==> src/rtl/debug_run_status_map.vh <==
// Purpose: register map and field positions of the debug run status block
// Assumes: 8-bit register port, one byte per address
// Notes:   definitions only
`ifndef DEBUG_RUN_STATUS_MAP_VH
`define DEBUG_RUN_STATUS_MAP_VH

// ****************************************
// widths
// ****************************************
`define DRS_ADDR_W        8
`define DRS_DATA_W        8
`define DRS_CNT_W         4
`define DRS_EV_N          3

// ****************************************
// register offsets
// ****************************************
`define DRS_CTRL_OFS      8'h00
`define DRS_STATUS_OFS    8'h01
`define DRS_IRQ_ST_OFS    8'h02
`define DRS_IRQ_MASK_OFS  8'h03

// ****************************************
// debug_control_register fields
// ****************************************
`define DRS_CTRL_ON_BIT     7
`define DRS_CTRL_LAUNCH_BIT 6
`define DRS_CTRL_BEGIN_BIT  0

// ****************************************
// debug_status_register fields
// ****************************************
`define DRS_ST_AHIT_BIT   7
`define DRS_ST_BHIT_BIT   6
`define DRS_ST_ACTIVE_BIT 5
`define DRS_ST_CNT_MSB    3
`define DRS_ST_CNT_LSB    0

// ****************************************
// event bits of irq status and mask
// ****************************************
`define DRS_EV_DONE_BIT   0
`define DRS_EV_AHIT_BIT   1
`define DRS_EV_BHIT_BIT   2

// ****************************************
// reset values and limits
// ****************************************
`define DRS_CTRL_RST      8'h00
`define DRS_ON_RST        1'b0
`define DRS_IRQ_MASK_RST  3'h0
`define DRS_CNT_RST       4'h0
`define DRS_CNT_MAX       4'h8
`define DRS_UNMAPPED_RD   8'h00

`endif

==> src/rtl/debug_run_status.v <==
// Purpose: status side of the on-chip debug module: run control, hit flags,
//          fifo valid count, event interrupt
// Assumes: all inputs come from logic on ref_clk
// Notes:   read data appears the cycle after the read strobe
//
// How it works
// - status register ignores every write
// - comparator a flag cleared at start, sticky
// - comparator b flag cleared at start, sticky
// - active flag mirrors launch control while on
// - launch write with on bit also written as one sets flag; run end clears
// - full ends begin trace; trigger ends end
// - writing zero to launch or on stops
// - valid word count cleared at run start
// - count reports fifo words, zero to eight
// - fifo reads after the run ends never lower the count; while running it follows the fill level
// - launch write with on bit also written as one arms; completion clears launch
// - begin select picks trace style; events begin
//
// Local design decisions: the placing of the registers and the plain strobed port.
`timescale 1ns/1ps
`default_nettype none
`include "debug_run_status_map.vh"

module debug_run_status (
  input  wire                     ref_clk,
  input  wire                     nrst,
  input  wire [`DRS_ADDR_W-1:0]   addr,
  input  wire [`DRS_DATA_W-1:0]   wdata,
  input  wire                     wr_stb,
  input  wire                     rd_stb,
  output reg  [`DRS_DATA_W-1:0]   rdata,
  input  wire                     comp_a_match,
  input  wire                     comp_b_match,
  input  wire                     fifo_full,
  input  wire                     trigger_event,
  input  wire                     event_only_mode,
  input  wire [`DRS_CNT_W-1:0]    fifo_fill_level,
  output wire                     run_armed,
  output wire                     trace_begin_mode,
  output reg                      run_start,
  output reg                      run_end,
  output wire                     irq
);

  // ****************************************
  // states
  // ****************************************
  localparam [1:0] ST_IDLE = 2'b01;
  localparam [1:0] ST_RUN  = 2'b10;

  // ****************************************
  // decode
  // ****************************************
  function sel;
    input [`DRS_ADDR_W-1:0] a;
    input [`DRS_ADDR_W-1:0] ofs;
    begin
      sel = (a == ofs);
    end
  endfunction

  wire wr_ctrl;
  wire wr_irq_st;
  wire wr_irq_mask;

  assign wr_ctrl     = wr_stb & sel(addr, `DRS_CTRL_OFS);
  assign wr_irq_st   = wr_stb & sel(addr, `DRS_IRQ_ST_OFS);
  assign wr_irq_mask = wr_stb & sel(addr, `DRS_IRQ_MASK_OFS);
  // writes at the status offset decode to nothing

  // ****************************************
  // state registers
  // ****************************************
  reg  [1:0]              state_q;
  reg  [1:0]              state_d;
  reg                     on_q;
  reg                     on_d;
  reg                     launch_q;
  reg                     launch_d;
  reg                     begin_sel_q;
  reg                     begin_sel_d;
  reg                     a_hit_q;
  reg                     a_hit_d;
  reg                     b_hit_q;
  reg                     b_hit_d;
  reg  [`DRS_CNT_W-1:0]   cnt_q;
  reg  [`DRS_CNT_W-1:0]   cnt_d;
  reg  [`DRS_EV_N-1:0]    irq_st_q;
  reg  [`DRS_EV_N-1:0]    irq_mask_q;

  wire                    running;
  wire                    begin_eff;
  wire                    wr_on;
  wire                    wr_launch;
  wire                    start_req;
  wire                    stop_sw;
  wire                    stop_hw;
  wire                    stop_any;
  wire [`DRS_CNT_W-1:0]   fill_capped;
  wire [`DRS_EV_N-1:0]    ev;

  assign running   = state_q[1];
  assign begin_eff = begin_sel_q | event_only_mode;
  assign wr_on     = wdata[`DRS_CTRL_ON_BIT];
  assign wr_launch = wdata[`DRS_CTRL_LAUNCH_BIT];

  // ****************************************
  // run start and end conditions
  // ****************************************
  // arming needs the on bit written as one in the same write; an on bit already set does not count
  assign start_req = wr_ctrl & ~running & wr_on & wr_launch;

  // software stop by a zero in either control bit
  assign stop_sw   = wr_ctrl & running & (~wr_on | ~wr_launch);

  // hardware end depends on trace style
  assign stop_hw   = running &
                     ((begin_eff & fifo_full) |
                      (~begin_eff & trigger_event));

  assign stop_any  = stop_sw | stop_hw;

  // fill level clipped to the fifo depth
  assign fill_capped = (fifo_fill_level > `DRS_CNT_MAX) ?
                       `DRS_CNT_MAX : fifo_fill_level;

  // ****************************************
  // state machine
  // ****************************************
  always @* begin
    state_d = state_q;
    case (state_q)
      ST_IDLE: begin
        if (start_req) begin
          state_d = ST_RUN;
        end
      end
      ST_RUN: begin
        if (stop_any) begin
          state_d = ST_IDLE;
        end
      end
      default: begin
        state_d = ST_IDLE;
      end
    endcase
  end

  // ****************************************
  // control register
  // ****************************************
  always @* begin
    on_d        = on_q;
    launch_d    = launch_q;
    begin_sel_d = begin_sel_q;
    if (wr_ctrl) begin
      on_d = wr_on;
      // trace style is locked while a run is active
      if (~running) begin
        begin_sel_d = wdata[`DRS_CTRL_BEGIN_BIT];
      end
    end
    if (start_req) begin
      launch_d = 1'b1;
    end else if (stop_any) begin
      launch_d = 1'b0;
    end else if (wr_ctrl & ~running) begin
      launch_d = 1'b0;
    end
  end

  // ****************************************
  // hit flags
  // ****************************************
  always @* begin
    a_hit_d = a_hit_q;
    b_hit_d = b_hit_q;
    if (start_req) begin
      a_hit_d = 1'b0;
      b_hit_d = 1'b0;
    end else if (running) begin
      if (comp_a_match) begin
        a_hit_d = 1'b1;
      end
      if (comp_b_match) begin
        b_hit_d = 1'b1;
      end
    end
  end

  // ****************************************
  // fifo valid count
  // ****************************************
  always @* begin
    cnt_d = cnt_q;
    if (start_req) begin
      cnt_d = `DRS_CNT_RST;
    end else if (running) begin
      // follows the fill level, frozen once the run ends
      cnt_d = fill_capped;
    end
    // idle: held, fifo reads have no path here
  end

  // ****************************************
  // clocked state
  // ****************************************
  always @(posedge ref_clk or negedge nrst) begin
    if (!nrst) begin
      state_q     <= ST_IDLE;
      on_q        <= `DRS_ON_RST;
      launch_q    <= 1'b0;
      begin_sel_q <= 1'b0;
      a_hit_q     <= 1'b0;
      b_hit_q     <= 1'b0;
      cnt_q       <= `DRS_CNT_RST;
      run_start   <= 1'b0;
      run_end     <= 1'b0;
    end else begin
      state_q     <= state_d;
      on_q        <= on_d;
      launch_q    <= launch_d;
      begin_sel_q <= begin_sel_d;
      a_hit_q     <= a_hit_d;
      b_hit_q     <= b_hit_d;
      cnt_q       <= cnt_d;
      run_start   <= start_req;
      run_end     <= stop_any;
    end
  end

  // ****************************************
  // outputs to the rest of the unit
  // ****************************************
  assign run_armed        = launch_q & on_q;
  assign trace_begin_mode = begin_eff;

  // ****************************************
  // interrupt events
  // ****************************************
  assign ev[`DRS_EV_DONE_BIT] = stop_any;
  assign ev[`DRS_EV_AHIT_BIT] = a_hit_d & ~a_hit_q;
  assign ev[`DRS_EV_BHIT_BIT] = b_hit_d & ~b_hit_q;

  genvar gi;
  generate
    for (gi = 0; gi < `DRS_EV_N; gi = gi + 1) begin : g_irq
      // set wins over a write-one clear in the same cycle
      always @(posedge ref_clk or negedge nrst) begin
        if (!nrst) begin
          irq_st_q[gi] <= 1'b0;
        end else if (ev[gi]) begin
          irq_st_q[gi] <= 1'b1;
        end else if (wr_irq_st & wdata[gi]) begin
          irq_st_q[gi] <= 1'b0;
        end
      end
    end
  endgenerate

  always @(posedge ref_clk or negedge nrst) begin
    if (!nrst) begin
      irq_mask_q <= `DRS_IRQ_MASK_RST;
    end else if (wr_irq_mask) begin
      irq_mask_q <= wdata[`DRS_EV_N-1:0];
    end
  end

  assign irq = |(irq_st_q & irq_mask_q);

  // ****************************************
  // read data
  // ****************************************
  reg [`DRS_DATA_W-1:0] rd_mux;

  always @* begin
    rd_mux = `DRS_UNMAPPED_RD;
    if (sel(addr, `DRS_CTRL_OFS)) begin
      rd_mux[`DRS_CTRL_ON_BIT]     = on_q;
      rd_mux[`DRS_CTRL_LAUNCH_BIT] = launch_q;
      rd_mux[`DRS_CTRL_BEGIN_BIT]  = begin_sel_q;
    end else if (sel(addr, `DRS_STATUS_OFS)) begin
      rd_mux[`DRS_ST_AHIT_BIT]   = a_hit_q;
      rd_mux[`DRS_ST_BHIT_BIT]   = b_hit_q;
      rd_mux[`DRS_ST_ACTIVE_BIT] = launch_q & on_q;
      rd_mux[`DRS_ST_CNT_MSB:`DRS_ST_CNT_LSB] = cnt_q;
    end else if (sel(addr, `DRS_IRQ_ST_OFS)) begin
      rd_mux[`DRS_EV_N-1:0] = irq_st_q;
    end else if (sel(addr, `DRS_IRQ_MASK_OFS)) begin
      rd_mux[`DRS_EV_N-1:0] = irq_mask_q;
    end
  end

  always @(posedge ref_clk or negedge nrst) begin
    if (!nrst) begin
      rdata <= `DRS_UNMAPPED_RD;
    end else if (rd_stb) begin
      rdata <= rd_mux;
    end else begin
      rdata <= `DRS_UNMAPPED_RD;
    end
  end

endmodule // debug_run_status
`default_nettype wire

==> config.mk <==
export PLATFORM = sky130hd
export DESIGN_NAME = debug_run_status
export DESIGN_NICKNAME = d
export VERILOG_FILES = /design/src/rtl/debug_run_status.v
export VERILOG_INCLUDE_DIRS = /design/src /design/src/rtl
export SDC_FILE = /design/constraint.sdc
export NUM_CORES = 1
export LEC_CHECK = 0
export BUFFER_PORTS_ARGS = -buffer_cell sky130_fd_sc_hd__clkbuf_2
export CAP_MARGIN = 30
export CORE_ASPECT_RATIO = 1.1
export CORE_MARGIN = 2
export CORE_UTILIZATION = 45
export CTS_CLUSTER_DIAMETER = 100
export CTS_CLUSTER_SIZE = 40
export DETAILED_ROUTE_END_ITERATION = 7
export PLACE_DENSITY = 0.75
export RECOVER_POWER = 100
export SYNTH_ARGS = -nofsm -noshare
export SYNTH_HDL_FRONTEND = slang
export SYNTH_SLANG_ARGS = --single-unit
==> constraint.sdc <==
create_clock -name ref_clk -period 1.3 [get_ports ref_clk]
set_clock_uncertainty 0.2 [all_clocks]
set_input_delay 0.13 -clock ref_clk [delete_from_list [all_inputs] [get_ports ref_clk]]
set_output_delay 0.13 -clock ref_clk [all_outputs]
set_load 0.01 [all_outputs]
* Yosys cells after proc, flatten, opt, wreduce, memory -nomap -nowiden *
Cells that the tools add are included.

storage, ports and cells
  register bits after elaboration = 27
  output and inout port bits = 13
  input port bits = 29

operators by class
  reductions and logical operators = 9
  eq/ne operators = 7
  bitwise operators = 28
  muxes and demuxes = 31
  $lt $le $gt $ge = 1

operator list
  operator                                                          number
  1-bit 2-to-1 mux                                                  18
  1-bit AND                                                         17
  8-bit by 2-bit == test with 1-bit output (second input constant)  2
  3-bit 2-to-1 mux                                                  5
  4-bit 2-to-1 mux                                                  3
  8-bit by 1-bit == test with 1-bit output (second input constant)  1
  8-bit zero test                                                   1
  8-bit 2-to-1 mux                                                  1
  2-bit nonzero test                                                4
  2-bit 2-to-1 mux                                                  3
  1-bit inverter                                                    6
  4-bit > comparator (second input constant)                        1
  2-bit != test (second input constant)                             2
  1-bit OR                                                          4
  2-bit case mux with 2 select lines                                1
  2-bit AND reduction                                               2
  3-bit AND                                                         1
  3-bit nonzero test                                                1
  3-bit OR reduction                                                1
  2-bit by 1-bit == test with 1-bit output (second input constant)  1
  2-bit == test (second input constant)                             1

* Logic depth before layout (Yosys ltp) *
  depth after elaboration = 8
  depth in mapped cells = 5
  depth with buffers taken out = 3

* Least setup slack after synthesis *
No wires, ideal clock.

  kind = input to register
  from = in addr[0]
  to = reg on_q
  stages on the path = 4
  setup slack = -0.327 ns
  required time = 0.972 ns
  setup time = 0.128 ns
  path buffers = 1
  arrival = 1.299 ns
  cell sequence = buf_6 -> or4b_4 -> nor3_4 -> mux2_1

on the way
  word-level cells in the longest chain between the ends = 2

ends and longest elaborated chain
  element               line                    source
  from (decl)           debug_run_status.v:28   input wire [`DRS_ADDR_W-1:0] addr,
  8-bit zero test       debug_run_status.v:59   sel = (a == ofs);
  1-bit AND             debug_run_status.v:67   assign wr_ctrl = wr_stb & sel(addr, `DRS_CTRL_OFS);
  to (signal assigned)  debug_run_status.v:212  on_q <= `DRS_ON_RST;
  to (signal assigned)  debug_run_status.v:222  on_q <= on_d;
  to (decl)             debug_run_status.v:77   reg on_q;

No other way between the ends.
A chain may end at the register's enable or synchronous reset.

* Worst setup path in the final report *
  from = reg irq_st_q[2]
  to = out irq

on the way
  word-level cells in the longest chain between the ends = 2

ends and longest elaborated chain
  element                            line                    source
  from (decl)                        debug_run_status.v:89   reg [`DRS_EV_N-1:0] irq_st_q;
  from (signal, indexed assignment)  debug_run_status.v:252  irq_st_q[gi] <= 1'b0;
  from (signal, indexed assignment)  debug_run_status.v:254  irq_st_q[gi] <= 1'b1;
  from (signal, indexed assignment)  debug_run_status.v:256  irq_st_q[gi] <= 1'b0;
  3-bit AND                          debug_run_status.v:270  assign irq = |(irq_st_q & irq_mask_q);
  3-bit OR reduction                 debug_run_status.v:270
  to (decl)                          debug_run_status.v:43   output wire irq

No other way between the ends.

==> impl_metrics.toml <==
[yosys]
yosysWarnings = 0
yosys.area_share.simple = 0.2474
synth_top_family_by_area = "simple AND/OR/NAND/NOR gates"
synth_largest_area_cell = "dfrtp_1"
syn_area_sq_um = 1300
synthTopCellsByArea = "dfrtp_1, mux2_2, nor4_4"
ys.flop_type = "dfrtp_1"
synth_edf_count = 0
synth-compound-area-share = 0.09817
yosysTopAreaCellShare = 0.4812
synth_nets = 141
syn_inst = 112
yosys.area_share.adder = 0
async_flop_share = 1.000
synth.avg_cell_area_sq_um = 11.61
ys_seq_area_frac = 0.5014
synthMuxAreaShare = 0.1039
synth_cell_types = 43
synth-xor-area-share = 0
ys_ff_latch = 26

[worst_hold_path]
min-delay-start = "fifo_full"
hold_path.class = "input pin to flip-flop"
holdPathEnd = "run_end"
hold_path_depth = 4

[placement]
dp_cells = 198
gp_congestion = 0.8080
portBuffers = 37
dp_slack_ns = -0.4001
dp_hpwl_mm = 2.445

[clock_tree]
clockBufferDepth = 2
root_buffer = "clkbuf_4"
clk_pin_slew_worst_paths_ns = 0.15
htreeDepth = 1
cts_tree = "done"
cts_buffers = 3
worst_skew_pair.late_latency_ns = 0.33
clock_sinks = 26

[timing]
timing.final.setup_violations = 18
relSlewSlack = 0.4831
max_clock_freq_mhz = 616.6
finalHoldViolations = 0
setup_tns_ns = -2.071
setup_slack_ns = -0.3219
max_slew.worst_pin.slew_ns = 0.7754
rsz0062_at_grt = "true"
fin_crit_ns = 1.622
maxSlewViolCount = 0
timing.final.crit_share = 1.248

[setup_path]
crit_fanout = 2
r2r-start = "begin_sel_q"
reg2reg_depth = 3
rrSetupSlack_ns = -0.23
critical_path_class = "flip-flop to primary output"
cp-start-kind = "flip-flop"
required_ns = 0.97
endpoint_kind = "primary output"
worst_ep_arrival_time_ns = 1.29
reg2reg_to = "rdata[0]"

[die]
dieArea_sq_um = 3335
num_rows = 20
coreArea_sq_um = 2753
io_pins = 42
start_util = 0.4723
die_h_um = 60.37
die_w_um = 55.25

[power_and_ir_drop]
p_comb_frac = 0.166
p_sw_frac = 0.2356
p_int_mw = 1.295
p_clk_frac = 0.335
leakagePower_nw = 0.9554
total_power_mw = 1.694
powerDensity_nw_per_um2 = 834.5
p_sw_mw = 0.3990
ir_drop_mv = 0.4984
power_frac_seq = 0.498

[layout]
fillers = 200
final_common_cell = "buf_4"
fin_cells = 225
final_cell_mix = "buf_4, dfrtp_1, clkbuf_2"
utilization = 0.7373
fin_nets = 222
num_antenna_cells = 0
area_growth_pct = 56.11
drive_gt1_frac = 0.4844

[drt]
drc_errors = 0
ant_nets = 0
routed_wl_mm = 3.757
avgRoutedWirePerCell_um = 16.70
avgViaCountPerCell = 5.507
num_vias = 1239
drt_iter0_drc = 35
first_pass_iters = 4

[grt]
antenna_found_initial = 0
grt-ovfl-total = 0
grt_max_degree = 16
grt_pass1_wl_mm = 5.920
grt_pass1_vias = 1279
track_usage = 0.2314

[job]
maxCapViolations = 0

[status]
status = "complete, but fails checks"
violations = "negative setup slack"
-- critical path: stages, from the launching register on --
cell,delay [ns]
dfrtp_1,0.42
a222oi_1,0.35
inv_1,0.07
clkbuf_2,0.13
-- metal layers --
layer | track usage | vias to the layer above | wire length (um)
li1 | - | 577 | -
met1 | 0.2711 | 611 | 1527
met2 | 0.4371 | 42 | 2018
met3 | 0.02985 | 9 | 141
met4 | 0.09408 | 0 | 70
met5 | 0 | - | 0
-- cell type report --
| type | count | area [sq um] | area share |
|---|---|---|---|
| Timing Repair Buffer | 82 | 579.3 | 0.2854 |
| Inverter | 6 | 22.52 | 0.01110 |
| Clock inverter | 1 | 30.03 | 0.01480 |
| Tap cell | 33 | 41.29 | 0.02035 |
| Sequential cell | 26 | 651.9 | 0.3212 |
| Clock buffer | 3 | 22.52 | 0.01110 |
| Multi-Input combinational cell | 74 | 681.9 | 0.3360 |
-- what timing repair did --
item,in CTS,in global routing
resized for setup,12,13
endpoints found under the setup margin,16,20
hold endpoints to repair,48,0
setup buffers,9,1
hold buffers,13,0
pin swaps,8,7
-- kinds of logic after synthesis --
family | after synthesis
and+or+nand+nor | 44
DFF | 26
AOI/OAI and AO/OA | 18
buffers and inverters | 12
muxes | 11
other | 1
-- how the worst max path moves through the flow --
stage	start	endpoint	slack, ns	cells after the start
global placement	addr[7]	begin_sel_q	-0.37	4
detailed placement	addr[7]	begin_sel_q	-0.40	4
finish	irq_st_q[2]	irq	-0.32	3
CTS	irq_st_q[2]	irq	-0.32	3
floorplan	addr[0]	on_q	-0.31	4
global route	irq_st_q[2]	irq	-0.41	3
-- metrics by stage --
stage                     instance area [sq um]  hold slack, ns
after CTS                                  2004        0.006435
after global placement                     1698         -0.1460
after global routing                       2029         0.04048
final                                      2029         0.05318
after detailed placement                   1698         -0.1355
after floorplan                            1340         -0.3656
-- cell usage after synthesis (3+ instances only) --
library cell and instances:
nand3b_1 3, mux2_2 5, nand4_1 4, nor4b_1 3, nand2b_1 3, inv_1 6, nand2_1 4, a21oi_1 5
mux2i_1 3, clkbuf_1 3, nor2_1 6, dfrtp_1 25
-- power by group through the flow --
stage | registers (mW) | logic, mW | clock network (mW)
finish | 0.844 | 0.282 | 0.568
global route | 0.846 | 0.303 | 0.612
CTS | 0.843 | 0.268 | 0.581
detailed placement | 0.859 | 0.211 | 0
global placement | 0.858 | 0.203 | 0
floorplan | 0.853 | 0.0947 | 0
-- state kept, by name, summed over array words and instances (netlist names), 2 cells and up --
signal	count
cnt_q	4
irq_mask_q	3
irq_st_q	3
rdata	7
state_q	2
No activity file was read; power rests on OpenSTA's default activity.
